### src/rtl/opc_pkg.sv
/*
  Package for the output driver power control block: register offsets,
  field positions, reset values, timing counts and state encodings.
  Assumes a 250 MHz clock and an APB register bus with 32-bit data.
*/
// Behaviour
// (RULE1) Software writes output configuration type before powering drivers.
// (RULE2) Power-up delay programmable from zero to four seconds.
// (RULE3) Lowest-power down option tri-states pins, removes stage power.
// (RULE4) Second down option weakly holds pins at common-mode, reference alive.
// (RULE5) Third down option holds pins near half supply by divider.
// (RULE6) Down pin condition chosen by pop reduction register field.
// (RULE7) Soft stepping powers up attenuated, then steps down to target level.
// (RULE8) Soft stepping enabled after reset, switchable in output stage control.
// (RULE9) Default mode limits current, reports per-driver protection status.
// (RULE10) Automatic shutdown powers down a shorted driver at once.
// (RULE11) Shut driver stays off, flagged, until software cycles its power.
// (RULE12) Every control register is eight bits, bit seven most significant; the level register here holds 16 bits.
// (RULE13) Page zero location zero selects the register page.
// (RULE14) Software never sets configuration bits six and three together.
// (RULE15) Software restores routing and volume by direct register writes.
// (RULE16) Direct converter path only when no mixing or fan-out needed.
// (RULE17) Each driver has output level gain of up to nine decibels.
// (RULE18) Short status and shutdown latch held per driver.
package opc_pkg;

  localparam int NDRV = 4;
  // Register indices; the bus byte address is four times the index
  localparam logic [7:0] IDX_PAGE   = 8'h00;
  localparam logic [7:0] IDX_OUTCFG = 8'h0E;
  localparam logic [7:0] IDX_STAGE  = 8'h28;
  localparam logic [7:0] IDX_POP    = 8'h2A;
  localparam logic [7:0] IDX_SHORT  = 8'h5F;
  localparam logic [7:0] IDX_POWER  = 8'h60;
  localparam logic [7:0] IDX_LEVEL  = 8'h61;
  localparam logic [7:0] IDX_IRQST  = 8'h62;
  localparam logic [7:0] IDX_IRQMSK = 8'h63;
  localparam logic [7:0] IDX_PWRST  = 8'h64;

  // Field positions
  localparam int POP_DLY_LSB  = 4;   // [7:4] power-up delay code
  localparam int POP_DN_LSB   = 2;   // [3:2] powered-down pin condition
  localparam int STG_SOFT_BIT = 0;   // 0 = soft stepping enabled
  localparam int STG_AUTO_BIT = 1;   // 1 = automatic short shutdown
  localparam int LVL_W        = 4;   // output level code 0..9 dB

  // Reset values
  localparam logic [7:0] RST_PAGE   = 8'h00;
  localparam logic [7:0] RST_OUTCFG = 8'h00;
  localparam logic [7:0] RST_STAGE  = 8'h00;
  localparam logic [7:0] RST_POP    = 8'h00;
  localparam logic [7:0] RST_POWER  = 8'h00;
  localparam logic [7:0] RST_LEVEL  = 8'h00;
  localparam logic [7:0] RST_IRQMSK = 8'h00;

  // Timing: 250 MHz, 1 ms tick
  localparam int CLK_MHZ      = 250;
  localparam int TICK_US      = 1000;
  localparam int TICK_CYC     = CLK_MHZ * TICK_US;
  localparam int STEP_MS      = 1;    // one soft step per millisecond
  localparam int SOFT_START   = 15;   // heavy attenuation, in level steps
  localparam int LEVEL_MAX    = 9;

  // Down-state pin conditions
  typedef enum logic [1:0] {
    OPC_DN_TRISTATE = 2'b00,
    OPC_DN_VCM      = 2'b01,
    OPC_DN_HALF     = 2'b10
  } opc_dn_e;

  // Per-driver sequencer states (Gray along off -> wait -> ramp -> on)
  typedef enum logic [1:0] {
    OPC_OFF  = 2'b00,
    OPC_WAIT = 2'b01,
    OPC_RAMP = 2'b11,
    OPC_ON   = 2'b10
  } opc_state_e;

  // Delay in milliseconds for each code, zero up to four seconds
  function automatic logic [11:0] dly_ms(input logic [3:0] code);
    logic [11:0] t;
    t = 12'h000;
    case (code)
      4'h0: t = 12'd0;
      4'h1: t = 12'd1;
      4'h2: t = 12'd5;
      4'h3: t = 12'd10;
      4'h4: t = 12'd20;
      4'h5: t = 12'd50;
      4'h6: t = 12'd100;
      4'h7: t = 12'd200;
      4'h8: t = 12'd400;
      4'h9: t = 12'd800;
      4'hA: t = 12'd1000;
      4'hB: t = 12'd2000;
      default: t = 12'd4000;
    endcase
    return t;
  endfunction

endpackage

### src/rtl/opc_drv_if.sv
/*
  Interface joining the register block to the per-driver sequencer.
  Assumes both ends share clk_i.
*/
`timescale 1ns/1ps
`default_nettype none
interface opc_drv_if;
  logic       power_req;
  logic       auto_off;
  logic       soft_en;
  logic [3:0] dly_code;
  logic [3:0] level;
  logic       tick;
  logic       short_det;
  logic       in_prot;
  logic       latched;
  logic       powered;
  logic [3:0] atten;
  modport ctl (output power_req, auto_off, soft_en, dly_code, level, tick, short_det,
               input in_prot, latched, powered, atten);
  modport seq (input power_req, auto_off, soft_en, dly_code, level, tick, short_det,
               output in_prot, latched, powered, atten);
endinterface
`default_nettype wire

### src/rtl/opc_seq.sv
/*
  One high-power driver's power sequencer: delay, soft ramp and short latch.
  Assumes a 1 ms tick pulse and a short-detect level from the analog stage.
*/
`timescale 1ns/1ps
`default_nettype none
module opc_seq
(
  input  wire logic clk_i,
  input  wire logic rst_n_i,
  opc_drv_if.seq    d
);
  opc_pkg::opc_state_e state_q;
  logic [11:0]         cnt_q;
  logic [3:0]          att_q;
  logic                lat_q;
  logic                seen_off_q;

  // (RULE9) protection reported per driver
  assign d.in_prot = d.short_det & (state_q != opc_pkg::OPC_OFF);
  assign d.latched = lat_q;
  assign d.powered = (state_q != opc_pkg::OPC_OFF);
  assign d.atten   = att_q;

  // (RULE10) (RULE11) (RULE18) latch per driver, cleared by power cycle
  always_ff @(posedge clk_i or negedge rst_n_i)
  begin
    if (!rst_n_i)
    begin
      lat_q      <= 1'b0;
      seen_off_q <= 1'b0;
    end
    else if (d.auto_off && d.in_prot)
    begin
      lat_q      <= 1'b1;
      seen_off_q <= 1'b0;
    end
    else if (lat_q && !d.power_req)
      seen_off_q <= 1'b1;
    else if (lat_q && seen_off_q && d.power_req)
      lat_q <= 1'b0;
  end

  always_ff @(posedge clk_i or negedge rst_n_i)
  begin
    if (!rst_n_i)
    begin
      state_q <= opc_pkg::OPC_OFF;
      cnt_q   <= 12'h000;
      att_q   <= 4'hF;
    end
    else if (!d.power_req || lat_q || (d.auto_off && d.in_prot))
    begin
      state_q <= opc_pkg::OPC_OFF;
      cnt_q   <= 12'h000;
      att_q   <= 4'hF;
    end
    else
    begin
      case (state_q)
        opc_pkg::OPC_OFF:
        begin
          state_q <= opc_pkg::OPC_WAIT;
          cnt_q   <= opc_pkg::dly_ms(d.dly_code);
        end
        // (RULE2) programmable delay before drive
        opc_pkg::OPC_WAIT:
          if (cnt_q == 12'h000)
          begin
            state_q <= d.soft_en ? opc_pkg::OPC_RAMP : opc_pkg::OPC_ON;
            att_q   <= d.soft_en ? 4'(opc_pkg::SOFT_START) : 4'h0;
          end
          else if (d.tick)
            cnt_q <= cnt_q - 12'h001;
        // (RULE7) step attenuation down each tick
        opc_pkg::OPC_RAMP:
          if (att_q == 4'h0)
            state_q <= opc_pkg::OPC_ON;
          else if (d.tick)
            att_q <= att_q - 4'h1;
        default:
          att_q <= 4'h0;
      endcase
    end
  end
endmodule
`default_nettype wire

### src/rtl/opc_top.sv
/*
  Output driver power control: APB register file, paged map, four driver
  sequencers, pin condition outputs and a masked sticky interrupt.
  Assumes APB3 master on clk_i; short detect inputs synchronous to clk_i.
*/
`timescale 1ns/1ps
`default_nettype none
module opc_top
(
  input  wire logic        clk_i,
  input  wire logic        rst_n_i,
  input  wire logic        psel_i,
  input  wire logic        penable_i,
  input  wire logic        pwrite_i,
  input  wire logic [11:0] paddr_i,
  input  wire logic [31:0] pwdata_i,
  output logic      [31:0] prdata_o,
  output logic             pready_o,
  output logic             pslverr_o,
  input  wire logic [3:0]  short_det_i,
  output logic      [3:0]  drv_enable_o,
  output logic      [3:0]  drv_tristate_o,
  output logic      [3:0]  hold_vcm_o,
  output logic      [3:0]  hold_half_o,
  output logic             ref_keep_o,
  output logic      [15:0] drv_gain_o,
  output logic      [15:0] drv_atten_o,
  output logic      [7:0]  out_config_o,
  output logic             irq_o
);
  //------------------------------------------------------------
  // Registers
  //------------------------------------------------------------
  logic [7:0]  page_q;
  logic [7:0]  outcfg_q;
  logic [7:0]  stage_q;
  logic [7:0]  pop_q;
  logic [7:0]  power_q;
  logic [15:0] level_q;
  logic [3:0]  irqst_q;
  logic [3:0]  irqmsk_q;
  logic [17:0] tick_cnt_q;
  logic        tick_q;
  logic [3:0]  prot_d;
  logic [3:0]  prot_q;
  logic [3:0]  lat_w;
  logic [3:0]  pwr_w;
  logic [15:0] att_w;
  logic [7:0]  rd_d;
  logic        hit_d;

  wire logic [7:0] idx    = paddr_i[9:2];
  wire logic       access = psel_i & penable_i;
  wire logic       wr     = access & pwrite_i;
  wire logic       rd     = access & ~pwrite_i;
  // (RULE13) other pages hold nothing in this block but the page register
  wire logic       pg0    = (page_q == 8'h00);

  //------------------------------------------------------------
  // Decode helpers
  //------------------------------------------------------------
  function automatic logic is_idx(input logic [7:0] a, input logic [7:0] r);
    return a == r;
  endfunction

  function automatic logic [3:0] clamp(input logic [3:0] v);
    return (v > 4'(opc_pkg::LEVEL_MAX)) ? 4'(opc_pkg::LEVEL_MAX) : v;
  endfunction

  //------------------------------------------------------------
  // Millisecond tick
  //------------------------------------------------------------
  always_ff @(posedge clk_i or negedge rst_n_i)
  begin
    if (!rst_n_i)
    begin
      tick_cnt_q <= 18'h00000;
      tick_q     <= 1'b0;
    end
    else if (tick_cnt_q == 18'(opc_pkg::TICK_CYC * opc_pkg::STEP_MS - 1))
    begin
      tick_cnt_q <= 18'h00000;
      tick_q     <= 1'b1;
    end
    else
    begin
      tick_cnt_q <= tick_cnt_q + 18'h00001;
      tick_q     <= 1'b0;
    end
  end

  //------------------------------------------------------------
  // Register writes
  //------------------------------------------------------------
  // (RULE12) eight-bit registers in the low byte, except the level register, which takes pwdata_i[15:0]
  // (RULE13) page select visible on every page
  always_ff @(posedge clk_i or negedge rst_n_i)
  begin
    if (!rst_n_i)
      page_q <= opc_pkg::RST_PAGE;
    else if (wr && is_idx(idx, opc_pkg::IDX_PAGE))
      page_q <= pwdata_i[7:0];
  end

  // The stage only copies the type; software writes it before power-up
  always_ff @(posedge clk_i or negedge rst_n_i)
  begin
    if (!rst_n_i)
      outcfg_q <= opc_pkg::RST_OUTCFG;
    else if (wr && pg0 && is_idx(idx, opc_pkg::IDX_OUTCFG))
      outcfg_q <= pwdata_i[7:0];
  end

  always_ff @(posedge clk_i or negedge rst_n_i)
  begin
    if (!rst_n_i)
      stage_q <= opc_pkg::RST_STAGE;
    else if (wr && pg0 && is_idx(idx, opc_pkg::IDX_STAGE))
      stage_q <= pwdata_i[7:0];
  end

  always_ff @(posedge clk_i or negedge rst_n_i)
  begin
    if (!rst_n_i)
      pop_q <= opc_pkg::RST_POP;
    else if (wr && pg0 && is_idx(idx, opc_pkg::IDX_POP))
      pop_q <= pwdata_i[7:0];
  end

  // Only four driver bits exist; the upper nibble always reads zero
  always_ff @(posedge clk_i or negedge rst_n_i)
  begin
    if (!rst_n_i)
      power_q <= opc_pkg::RST_POWER;
    else if (wr && pg0 && is_idx(idx, opc_pkg::IDX_POWER))
      power_q <= {4'h0, pwdata_i[3:0]};
  end

  // (RULE17) level codes above nine dB clamp to nine
  always_ff @(posedge clk_i or negedge rst_n_i)
  begin
    if (!rst_n_i)
      level_q <= {opc_pkg::RST_LEVEL, opc_pkg::RST_LEVEL};
    else if (wr && pg0 && is_idx(idx, opc_pkg::IDX_LEVEL))
      level_q <= {clamp(pwdata_i[15:12]), clamp(pwdata_i[11:8]),
                  clamp(pwdata_i[7:4]), clamp(pwdata_i[3:0])};
  end

  always_ff @(posedge clk_i or negedge rst_n_i)
  begin
    if (!rst_n_i)
      irqmsk_q <= opc_pkg::RST_IRQMSK[3:0];
    else if (wr && pg0 && is_idx(idx, opc_pkg::IDX_IRQMSK))
      irqmsk_q <= pwdata_i[3:0];
  end

  //------------------------------------------------------------
  // Read mux
  //------------------------------------------------------------
  always_comb
  begin
    rd_d  = 8'h00;
    hit_d = 1'b1;
    if (is_idx(idx, opc_pkg::IDX_PAGE))
      rd_d = page_q;
    else if (!pg0)
      hit_d = 1'b0;
    else if (is_idx(idx, opc_pkg::IDX_OUTCFG))
      rd_d = outcfg_q;
    else if (is_idx(idx, opc_pkg::IDX_STAGE))
      rd_d = stage_q;
    else if (is_idx(idx, opc_pkg::IDX_POP))
      rd_d = pop_q;
    // (RULE9) live protection and latch per driver
    else if (is_idx(idx, opc_pkg::IDX_SHORT))
      rd_d = {lat_w, prot_d};
    else if (is_idx(idx, opc_pkg::IDX_POWER))
      rd_d = power_q;
    else if (is_idx(idx, opc_pkg::IDX_LEVEL))
      rd_d = level_q[7:0];
    else if (is_idx(idx, opc_pkg::IDX_IRQST))
      rd_d = {4'h0, irqst_q};
    else if (is_idx(idx, opc_pkg::IDX_IRQMSK))
      rd_d = {4'h0, irqmsk_q};
    else if (is_idx(idx, opc_pkg::IDX_PWRST))
      rd_d = {4'h0, pwr_w};
    else
      hit_d = 1'b0;
  end

  //------------------------------------------------------------
  // Bus answer
  //------------------------------------------------------------
  // Answer in the first access cycle; unmapped reads zero with error
  always_ff @(posedge clk_i or negedge rst_n_i)
  begin
    if (!rst_n_i)
      pready_o <= 1'b0;
    else
      pready_o <= psel_i & ~penable_i;
  end

  // Other pages and unmapped indices are refused, index zero excepted
  always_ff @(posedge clk_i or negedge rst_n_i)
  begin
    if (!rst_n_i)
      pslverr_o <= 1'b0;
    else
      pslverr_o <= psel_i & ~penable_i & ~hit_d;
  end

  // Zero on writes and idle cycles so stale data never reaches the bus
  always_ff @(posedge clk_i or negedge rst_n_i)
  begin
    if (!rst_n_i)
      prdata_o <= 32'h0000_0000;
    else if (psel_i & ~penable_i & ~pwrite_i)
      prdata_o <= {24'h000000, rd_d};
    else
      prdata_o <= 32'h0000_0000;
  end

  //------------------------------------------------------------
  // Sticky interrupt: rising protection, set wins over read-clear
  //------------------------------------------------------------
  wire logic       st_rd  = rd & pready_o & pg0 & is_idx(idx, opc_pkg::IDX_IRQST);
  // A new entry into protection outweighs a clearing read in the same cycle
  wire logic [3:0] irq_nx = (st_rd ? 4'h0 : irqst_q) | (prot_d & ~prot_q);

  always_ff @(posedge clk_i or negedge rst_n_i)
  begin
    if (!rst_n_i)
      prot_q <= 4'h0;
    else
      prot_q <= prot_d;
  end

  always_ff @(posedge clk_i or negedge rst_n_i)
  begin
    if (!rst_n_i)
      irqst_q <= 4'h0;
    else
      irqst_q <= irq_nx;
  end

  // Taken from the next status so the line drops with the clearing read
  always_ff @(posedge clk_i or negedge rst_n_i)
  begin
    if (!rst_n_i)
      irq_o <= 1'b0;
    else
      irq_o <= |(irq_nx & irqmsk_q);
  end

  //------------------------------------------------------------
  // Driver sequencers
  //------------------------------------------------------------
  for (genvar i = 0; i < opc_pkg::NDRV; i++)
  begin : g_drv
    opc_drv_if dif ();
    // (RULE11) power request is software's own bit
    assign dif.power_req = power_q[i];
    // (RULE10) auto shutdown select
    assign dif.auto_off  = stage_q[opc_pkg::STG_AUTO_BIT];
    // (RULE8) soft step on unless disabled
    assign dif.soft_en   = ~stage_q[opc_pkg::STG_SOFT_BIT];
    assign dif.dly_code  = pop_q[opc_pkg::POP_DLY_LSB +: 4];
    assign dif.level     = level_q[4*i +: 4];
    assign dif.tick      = tick_q;
    assign dif.short_det = short_det_i[i];
    assign prot_d[i]     = dif.in_prot;
    assign lat_w[i]      = dif.latched;
    assign pwr_w[i]      = dif.powered;
    assign att_w[4*i +: 4] = dif.atten;
    opc_seq u_seq
    (
      .clk_i   (clk_i),
      .rst_n_i (rst_n_i),
      .d       (dif.seq)
    );
  end

  //------------------------------------------------------------
  // Pin conditions
  //------------------------------------------------------------
  // (RULE6) down condition from pop reduction field
  wire logic [1:0] dn = pop_q[opc_pkg::POP_DN_LSB +: 2];

  // Registered so no decode glitch reaches the analog stage
  always_ff @(posedge clk_i or negedge rst_n_i)
  begin
    if (!rst_n_i)
    begin
      drv_enable_o   <= 4'h0;
      drv_tristate_o <= 4'hF;
      hold_vcm_o     <= 4'h0;
      hold_half_o    <= 4'h0;
    end
    else
    begin
      drv_enable_o   <= pwr_w;
      // (RULE3) tri-state and unpowered when down
      drv_tristate_o <= ~pwr_w & {4{dn == opc_pkg::OPC_DN_TRISTATE}};
      // (RULE4) weak hold at common mode
      hold_vcm_o     <= ~pwr_w & {4{dn == opc_pkg::OPC_DN_VCM}};
      // (RULE5) weak hold at half supply
      hold_half_o    <= ~pwr_w & {4{dn == opc_pkg::OPC_DN_HALF}};
    end
  end

  // (RULE4) reference kept for the common-mode hold, at a cost in standby
  always_ff @(posedge clk_i or negedge rst_n_i)
  begin
    if (!rst_n_i)
      ref_keep_o <= 1'b0;
    else
      ref_keep_o <= (|pwr_w) | (dn == opc_pkg::OPC_DN_VCM);
  end

  // (RULE7) (RULE17) gain and ramp attenuation, four bits per driver
  always_ff @(posedge clk_i or negedge rst_n_i)
  begin
    if (!rst_n_i)
    begin
      drv_gain_o  <= 16'h0000;
      drv_atten_o <= 16'hFFFF;
    end
    else
    begin
      drv_gain_o  <= level_q;
      drv_atten_o <= att_w;
    end
  end

  // (RULE1) configuration passed to power-up scheme
  always_ff @(posedge clk_i or negedge rst_n_i)
  begin
    if (!rst_n_i)
      out_config_o <= opc_pkg::RST_OUTCFG;
    else
      out_config_o <= outcfg_q;
  end
endmodule
`default_nettype wire

### config.mk
export PLATFORM = sky130hd
export DESIGN_NAME = opc_top
export DESIGN_NICKNAME = d
export VERILOG_FILES = /design/src/rtl/opc_pkg.sv /design/src/rtl/opc_drv_if.sv /design/src/rtl/opc_seq.sv /design/src/rtl/opc_top.sv
export SDC_FILE = /design/constraint.sdc
export NUM_CORES = 1
export LEC_CHECK = 0
export ABC_AREA = 1
export BUFFER_PORTS_ARGS = -buffer_cell sky130_fd_sc_hd__buf_2
export CORE_MARGIN = 1
export CORE_UTILIZATION = 55
export DETAILED_ROUTE_END_ITERATION = 16
export PLACE_DENSITY = 0.81
export SETUP_SLACK_MARGIN = 0.05
export SLEW_MARGIN = 20
export SYNTH_ARGS = -nofsm -noshare
export SYNTH_HDL_FRONTEND = slang
export SYNTH_SLANG_ARGS = --single-unit
export TNS_END_PERCENT = 30
### constraint.sdc
create_clock -name clk_i -period 2.4 [get_ports clk_i]
set_input_delay 0.36 -clock clk_i [delete_from_list [all_inputs] [get_ports clk_i]]
set_output_delay 0.36 -clock clk_i [all_outputs]
set_load 0.01 [all_outputs]
## After elaboration in Yosys (flattened, before gate mapping)

Memories as Yosys holds them, arrays and structs flattened.
Cells that the tools add are included.

| operators by class | value |
|---|---|
| add/subtract/negate cells | 9 |
| magnitude comparators | 4 |
| eq/ne operators | 52 |
| muxes and demuxes | 104 |
| bitwise operators | 25 |
| reduce and logical (&&, ||, !) cells | 89 |

Operators with widths:

| cell | count |
|---|---|
| $mux 12 | 12 |
| $mux 4 | 25 |
| $pmux 12 s2 | 4 |
| $mux 8 | 9 |
| $eq 8x7->1 const B | 6 |
| $logic_not 12->1 | 4 |
| $ne 3x2->1 const B | 16 |
| $pmux 4 s3 | 4 |
| $sub 12x1->12 const B | 4 |
| $mux 1 | 33 |
| $logic_and 1x1->1 | 24 |
| $mux 2 | 12 |
| $ne 3x1->1 const B | 8 |
| $pmux 2 s3 | 4 |
| $reduce_and 3->1 | 8 |
| $reduce_bool 2->1 | 12 |
| $and 4x4->4 | 5 |
| $add 18x1->18 const B | 1 |
| $eq 18x18->1 const B | 1 |
| $mux 18 | 1 |
| $eq 8x6->1 const B | 2 |
| $gt 4x4->1 const B | 4 |
| $logic_not 4->1 | 4 |
| $logic_not 8->1 | 2 |
| other kinds (19) | 78 |

| storage, ports and cells | value |
|---|---|
| flip-flop bits (word level) | 255 |
| bits in read-only memories | 768 |
| output and inout port bits | 92 |
| logic and storage cells | 330 |
| memories kept | 4 |

Memories:

| name | words | bits a word | read ports | clocked after memory_dff | write ports | RTL line | source |
|---|---|---|---|---|---|---|---|
| (no name shown) | 16 | 12 | 1 | 0 | 0 | opc_pkg.sv:83 | `case (code)` |
| (no name shown) | 16 | 12 | 1 | 0 | 0 | opc_pkg.sv:83 |  |
| (no name shown) | 16 | 12 | 1 | 0 | 0 | opc_pkg.sv:83 |  |
| (no name shown) | 16 | 12 | 1 | 0 | 0 | opc_pkg.sv:83 |  |

## Logic depth before layout (Yosys ltp)

Gate-level depths: netlist of the first run.

| logic depth | value |
|---|---|
| depth after elaboration | 14 |
| depth in mapped cells | 14 |

## Hierarchy

A second synthesis of the first run with hierarchy kept.

| unflattened totals | value |
|---|---|
| cell total of the unflattened synthesis | 1622 |
| area, all modules | 12914.9 µm² |

By module, submodules not included:

| module | instances | cells each | area each (µm²) | sequential area each (µm²) |
|---|---|---|---|---|
| opc_top | 1 | 628 | 6185.9 | 3803.6 |
| opc_seq at g_drv[0].u_seq ... | 2 | 248 | 1705.4 | 505.5 |
| opc_seq at g_drv[1].u_seq ... | 2 | 249 | 1659.1 | 505.5 |

## Worst setup path after synthesis of the first run

No wires, ideal clock.

| path | value |
|---|---|
| path kind | flip-flop to flip-flop |
| from | register g_drv[2].u_seq.cnt_q[0] |
| to | register g_drv[2].u_seq.cnt_q[9] |
| library setup time | 123 ps |
| arrival | 1724 ps |
| data required time | 2277 ps |
| slack | 552 ps |
| stages on the path, launching flop included | 15 |
| path buffers | 1 |
| clock period less this slack | 1848 ps |
| cell sequence | dfrtp_1 -> inv_1 -> ha_1 -> nand2_1 -> nor3_1 -> nand2_1 -> inv_1 -> nand2_1 -> nor2_1 -> nor2_4 -> nor2_4 -> nor2_8 -> buf_6 -> nor2_2 -> a21oi_2 |

| on the way | value |
|---|---|
| cells in the longest elaborated chain, start to end | 5 |
| elaborated cells on any way between the ends | 8 |
| those cells by class | add/sub (1); eq/ne (1); mux (4); reduce/logical (2) |

RTL lines:

| item | RTL line | source |
|---|---|---|
| start: declaration | opc_seq.sv:14 | `logic [11:0] cnt_q;` |
| start signal: assignment | opc_seq.sv:64 | `cnt_q <= opc_pkg::dly_ms(d.dly_code);` |
| start signal: assignment | opc_seq.sv:74 | `cnt_q <= cnt_q - 12'h001;` |
| $sub 12x1->12 | opc_seq.sv:74 |  |
| $mux 12 | opc_seq.sv:73 | `else if (d.tick)` |
| $mux 12 | opc_seq.sv:68 | `if (cnt_q == 12'h000)` |
| $pmux 12 s2 | opc_seq.sv:60 | `case (state_q)` |
| $mux 12 | opc_seq.sv:52 | `else if (!d.power_req \|\| lat_q \|\| (d.auto_off && d.in_prot))` |

Parallel ways exist; a longest one is shown, timed or not. The select of a mux whose other input is x is not followed.
A chain may end at the register's enable or synchronous reset.

## Worst setup path after layout of the first run

| path | value |
|---|---|
| from | register g_drv[2].u_seq.cnt_q[0] |
| to | register g_drv[2].u_seq.cnt_q[4] |

Same word-level chain as after synthesis.

==> results_dict.tcl, run 1 <==
set metrics [dict create \
    synth-seq-cells 231 \
    r2r_start "g_drv[2].u_seq.cnt_q[0]" \
    tightest_slew_ps 715 \
    endpoint_kind "register" \
    dieArea_um2 21100 \
    clockRootBuffer "clkbuf_16" \
    worst-path-max-fanout 24 \
    fin_skew_ps 9.22 \
    grt_pass1_vias 9303 \
    drv_cap 0 \
    crit_path_start_kind "register" \
    synth_top_cell_area_share 0.432 \
    r2r_end "g_drv[2].u_seq.cnt_q[4]" \
    required_ps 2820 \
    layout-drive-gt1-share 0.177 \
    cts-resized-gates 0 \
    setup_viol 0 \
    n_antenna_cell 0 \
    avgRoutedWirePerCell_um 15.3 \
    initial_core_util 0.560 \
    synth_area_um2 11300 \
    tns_ps 0 \
    yosysUniqueCellTypes 47 \
    grt_max_degree 77 \
    clockBufferDepth 3 \
    arrival_ps 2570 \
    die_h_um 145 \
    whs_path_depth 3 \
    slew_headroom 0.518 \
    final-hold-violation-count 0 \
    whs_endpoint "level_q[10]" \
    synthTopCellsByArea "dfrtp_1 43%, nand2_1 8.8%, dfstp_2 8.4%" \
    gr-usage-all-layers 0.263 \
    crit_type "register to register" \
    rrSetupSlack_ps 240 \
    drc 0 \
    syn-instance-count 1357 \
    reg2reg_depth 13 \
    maxSlewViolCount 0 \
    vias 9759 \
    cts_tree "yes" \
    layout_commonest_cell "nand2_1" \
    final_cell_mix "264 x nand2_1, 195 x dfrtp_1, 190 x inv_1" \
    dpl.hpwl_um 19100 \
    antenna_found_initial 0 \
    rsz0062_at_grt "false" \
    num_rows 52 \
    wl_um 27300 \
    crit_start "g_drv[2].u_seq.cnt_q[0]" \
    outcome "finished clean" \
    drt_pass1_iterations 6 \
    finalCritPeriodShare 0.899 \
    io_buffers 100 \
    clkTransAtPathRegs_ps 60 \
    hold_start "pwdata_i[10]" \
    core_area_um2 20200 \
    h-tree-depth 1 \
    clock_latency_ps 540 \
    power.density_nw_per_um2 1040 \
    drtAntennaViolNets 0 \
    cts_buffers 25 \
    finalNetCount 1558 \
    static-leakage-power_nw 6.54 \
    ir_drop_mv 0.625 \
    hp-class "input port to register" \
    place.gp.congestion 0.957 \
    fmax_ghz 0.463 \
    period_needed_ps 2160 \
    grt_pass1_wl_um 45400 \
    drtIter0Drc 815 \
    viasPerCell 5.48 \
    clock_sinks 231 \
    yosysTopAreaCell "dfrtp_1" \
    synth.avg_cell_area_um2 8.33 \
    synth-warning-count 0 \
    global_route.overflow_total 0 \
    holdWs_ps 36.3 \
    areaGrowthSynthToFinish_pct 16.2 \
    die_x_um 145 \
    yosysSeqAreaShare 0.516 \
    pin_count 145 \
]
[registers in the layout, summed over array words and instances, names as in the netlist, 8 cells and up]
name                 count
pop_q                    8
stage_q                  8
g_drv.u_seq.state_q      8
page_q                   8
drv_gain_o              16
drv_atten_o             16
tick_cnt_q              18
outcfg_q                 8
prdata_o                 8
out_config_o             8
level_q                 16
g_drv.u_seq.cnt_q       48
g_drv.u_seq.d.atten     16
[per-layer routing]
layer	vias to the layer above	track usage	wire length, µm
met5	-	0	0
met2	377	0.434	13100
met1	4619	0.351	11300
met4	0	0.0853	797
li1	4693	-	-
met3	70	0.0538	2050
[where the power goes]
group	switching, mW	total (mW)	internal, mW	leakage, nW
sequential	0.404	5.14	4.74	2.78
combinational	2.85	4.23	1.38	3.31
clock	1.63	4.23	2.59	0.444
total	4.89	13.6	8.71	6.54
[critical path, cell delays in order, from the launching register on]
cell and delay, ps:
dfrtp_1 380, inv_1 100, ha_1 190, nand2_1 70
nor3_1 200, nand2_1 80, inv_1 140, nand2_1 100
nor2_1 220, nor2_4 70, nor2_4 160, nor2_8 100
o211ai_1 130, o21ai_2 80
[metrics by stage]
step / util / instance area (µm²) / total power [mW] / worst slack [ps] / std cells
after detailed placement: 0.604 / 12200 / 9.34 / 310 / 1734
after global routing: 0.651 / 13100 / 14.4 / 80.7 / 1781
after CTS: 0.651 / 13100 / 13.6 / 272 / 1781
after floorplan: - / 11400 / 8.18 / 552 / 1380
final: 0.651 / 13100 / 13.6 / 242 / 1781
after global placement: 0.604 / 12200 / 9.13 / 377 / 1734
[worst max path at each step]
stage                               end  slack, ps
2_1_floorplan   g_drv[2].u_seq.cnt_q[9]        550
3_3_place_gp    g_drv[0].u_seq.cnt_q[6]        380
3_5_place_dp    g_drv[2].u_seq.cnt_q[4]        310
4_1_cts         g_drv[2].u_seq.cnt_q[4]        270
5_1_grt        g_drv[2].u_seq.cnt_q[10]         80
6_report        g_drv[2].u_seq.cnt_q[4]        240
[Yosys cell counts (all sizes together)]
cell type and instances:
o31ai 4, dfstp 36, o221ai 3, nor4 8, conb 1, clkbuf 9
clkinv 1, o22ai 42, o2111ai 1, nand3b 2, or2 4, dfrtp 195
buf 36, ha 13, a31oi 11, o211ai 11, nand4 21, inv 207
mux2 1, nor2 134, a221oi 1, xor2 20, nand2 266, xnor2 1
o21a 3, nor3 20, a21oi 75, nand3 79, o21ai 151, a22o 1
[cells by family after synthesis]
group | count (synthesis) | synth area share
AND/OR/NAND/NOR | 534 | 0.209
AO/OA/AOI/OAI | 303 | 0.149
buffers and inverters | 253 | 0.0948
flip-flops | 231 | 0.516
XOR/XNOR | 21 | 0.0163
adder cells (fa/ha/maj) | 13 | 0.0144
other | 1 | 0.000332
multiplexers | 1 | 0.000997
[final cells by class]
class,count,area [µm²]
inverter,208,786
clock buffer,29,681
sequential,231,5830
timing repair buffer,130,763
fill,1605,7040
clock inverter,17,245
multi-input combinational,896,4490
tap,270,338
[timing repair]
item,in CTS,in global routing
hold endpoints to repair,36,0
hold buffers,1,0
buffers inserted,0,0
Note: power is estimated with default switching activity, not from simulation.
==> run 2, diff against run 1 <==
--- a/config.mk
+++ b/config.mk
@@ -5,12 +5,11 @@
 export SDC_FILE = /design/constraint.sdc
 export NUM_CORES = 1
 export LEC_CHECK = 0
-export ABC_AREA = 1
-export BUFFER_PORTS_ARGS = -buffer_cell sky130_fd_sc_hd__buf_2
 export CORE_MARGIN = 1
 export CORE_UTILIZATION = 55
 export DETAILED_ROUTE_END_ITERATION = 16
-export PLACE_DENSITY = 0.81
+export DONT_BUFFER_PORTS = 1
+export PLACE_DENSITY = 0.75
 export SETUP_SLACK_MARGIN = 0.05
 export SLEW_MARGIN = 20
 export SYNTH_ARGS = -nofsm -noshare
==> run 2 against run 1 <==
Net effect: the flow now finishes with violations (hold timing); power grew 0.86%; largest power group unchanged; global-route usage increased by 0.39 points; non-clock buffer count shrank 60; register-to-register slack lost 50 ps; die area up 0.90%; synthesized cell count fell by 15%; combinational power down 4%; sequential share of layout area is 0.81 points higher; cell count down 16%.
==> results_dict.tcl, run 2 <==
set metrics [dict create \
    critPathSlowestCell "or4_1" \
    power.density_nw_per_um2 1060 \
    regArea_um2 5830 \
    setup_slack_ps 194 \
    dp_cells 1424 \
    synthTopCellsByArea "dfrtp_1 43%, dfstp_2 8.3%, nand2_1 4.0%" \
    tns_ps 0 \
    static-leakage-power_nw 5.81 \
    yosysSeqAreaShare 0.511 \
    clock_sinks 231 \
    clkTransAtPathRegs_ps 60 \
    drv_cap 0 \
    violations "hold timing" \
    drc 0 \
    cts_buffers 25 \
    slew_headroom 0.591 \
    antenna_found_initial 0 \
    synth_area_um2 11400 \
    global_route.overflow_total 0 \
    cp_num_buf_inv 1 \
    grt_pass1_wl_um 46000 \
    p_seq_frac 0.404 \
    instances_no_fill 1488 \
    synth_most_common_cell "dfrtp_1" \
    cts_tree "yes" \
    clock_latency_ps 540 \
    p_comb_frac 0.298 \
    clockRootBuffer "clkbuf_16" \
    grt_pass1_vias 8744 \
    hp-class "input port to async pin" \
    clockBufferDepth 3 \
    synth_edf_count 0 \
    drtIter0Drc 930 \
    tightest_slew_ps 608 \
    synth-warning-count 0 \
    setup_viol 0 \
    ys.flop_type "dfrtp_1" \
    crit_family "simple AND/OR/NAND/NOR gates" \
    worst-path-max-fanout 7 \
    final-hold-violation-count 231 \
    crit_chain "or4_1 > nor3_2 > and2_1 > buf_4 > mux2_2" \
    synth_top_cell_area_share 0.428 \
    intPower_mw 9.01 \
    yosysUniqueCellTypes 88 \
    holdWs_ps -483 \
    async_flop_share 1.00 \
    dp_slack_ps 135 \
    nFillCells 1595 \
    die_h_um 146 \
    pin_count 145 \
    rsz0062_at_grt "true" \
    largestRegisters "g_drv.u_seq.cnt_q: 48 flops, tick_cnt_q: 18 flops" \
    yosysTopAreaCell "dfrtp_1" \
    synth.avg_cell_area_um2 9.91 \
    gr-usage-all-layers 0.267 \
    wl_um 27900 \
    final_cell_mix "195 x dfrtp_1, 123 x nand2_1, 104 x nor2_1" \
    fin_skew_ps 8.83 \
    avgRoutedWirePerCell_um 18.8 \
    multiInputGateArea_um2 5120 \
    grt_max_degree 232 \
    pwr-share-clk 0.299 \
    p_sw_mw 4.70 \
    maxSlewViolCount 0 \
    finalCritPeriodShare 0.919 \
    dieArea_um2 21300 \
    drt_pass1_iterations 6 \
    slowest_delay_ps 600 \
    period_needed_ps 2210 \
    syn-instance-count 1151 \
    outcome "finished, violations left" \
    place.gp.congestion 0.930 \
    vias 9176 \
    cts-hold-fix-buffers 19 \
    viasPerCell 6.17 \
    largest_reg_flops 48 \
    layout-drive-gt1-share 0.159 \
    endpoint_kind "register" \
    drtAntennaViolNets 0 \
    regMostFlops "g_drv.u_seq.cnt_q" \
    initial_core_util 0.562 \
    die_x_um 146 \
    crit_type "register to register" \
    ir_drop_mv 0.584 \
    finalNetCount 1266 \
    required_ps 2820 \
    synth-seq-cells 231 \
    synth_common_cells "195 x dfrtp_1, 123 x nand2_1, 104 x nor2_1" \
    h-tree-depth 1 \
    core_area_um2 20300 \
    num_rows 52 \
    n_antenna_cell 0 \
    fmax_ghz 0.453 \
    switching_share 0.343 \
    crit_path_start_kind "register" \
    arrival_ps 2620 \
    areaGrowthSynthToFinish_pct 13.1 \
    io_buffers 0 \
    layout_commonest_cell "dfrtp_1" \
    dpl.hpwl_um 18700 \
]
[run 2: changes by cell type after synthesis, moves of 19 or more]
cell	delta
nand3_1	-53
nor3_1	+29
inv_1	-149
nand2_1	-141
mux2_2	+31
o22ai_1	-26
nor2b_1	+19
o21ai_0	-44
o21ai_1	-24
clkbuf_1	+24
[run 2: metal layers]
layer,GRT usage,share of wire,vias up
met3,0.0442,0.075,66
met5,0,0,-
met2,0.428,0.47,383
met4,0.0896,0.028,0
li1,-,-,4226
met1,0.371,0.43,4501
[run 2: final cells by class]
type	instances	share of cell area
Inverter	41	0.0119
Clock buffer	33	0.0540
Multi-Input combinational cell	831	0.397
Clock inverter	12	0.0141
Tap cell	270	0.0262
Sequential cell	231	0.452
Timing Repair Buffer	70	0.0445
[run 2: final timing paths]
check / from / to / slack, ps / cells past startpoint
max: page_q[5] / pop_q[7] / 190 / 5
min: rst_n_i / level_q[10] / -480 / 0
max reg2reg: page_q[5] / pop_q[7] / 190 / 5
min reg2reg: level_q[8] / drv_gain_o[8] / 370 / 0
max in group asynchronous: rst_n_i / drv_atten_o[4] / 2460 / 0
min in group clk_i: pwdata_i[0] / power_q[0] / 10 / 2
[run 2: power by group through the flow]
stage / clock network [mW] / registers, mW / logic (mW)
6_report: 4.09 / 5.54 / 4.08
5_1_grt: 4.30 / 5.65 / 4.58
4_1_cts: 4.15 / 5.53 / 4.04
3_5_place_dp: 0 / 5.59 / 3.97
3_3_place_gp: 0 / 5.56 / 3.87
2_1_floorplan: 0 / 5.37 / 3.11
[run 2: kinds of logic (layout without fill, tap and decap cells)]
family | Yosys count | after routing | share of synthesized area
DFF | 231 | 231 | 0.511
buffers and inverters | 112 | 156 | 0.0472
AOI/OAI and AO/OA | 308 | 308 | 0.181
and+or+nand+nor | 427 | 427 | 0.192
xor gates and xnor gates | 16 | 16 | 0.0123
other | 1 | 24 | 0.000329
adders and majority gates | 14 | 14 | 0.0151
muxes | 42 | 42 | 0.0408
[run 2: repair_timing]
item | CTS | global route
gates resized for setup | 0 | 1
setup endpoints to repair | 0 | 3
setup buffers | 0 | 0
endpoints found under the hold margin | 288 | 231
[run 2: stage by stage]
stage	total power, mW	hold slack [ps]	instance area [µm²]	util
after floorplan	8.48	64.4	11500	-
after global placement	9.43	68.7	11800	0.582
after CTS	13.7	-495	12900	0.635
after detailed placement	9.56	68.8	11800	0.582
final	13.7	-483	12900	0.635
after global routing	14.5	-499	12900	0.635
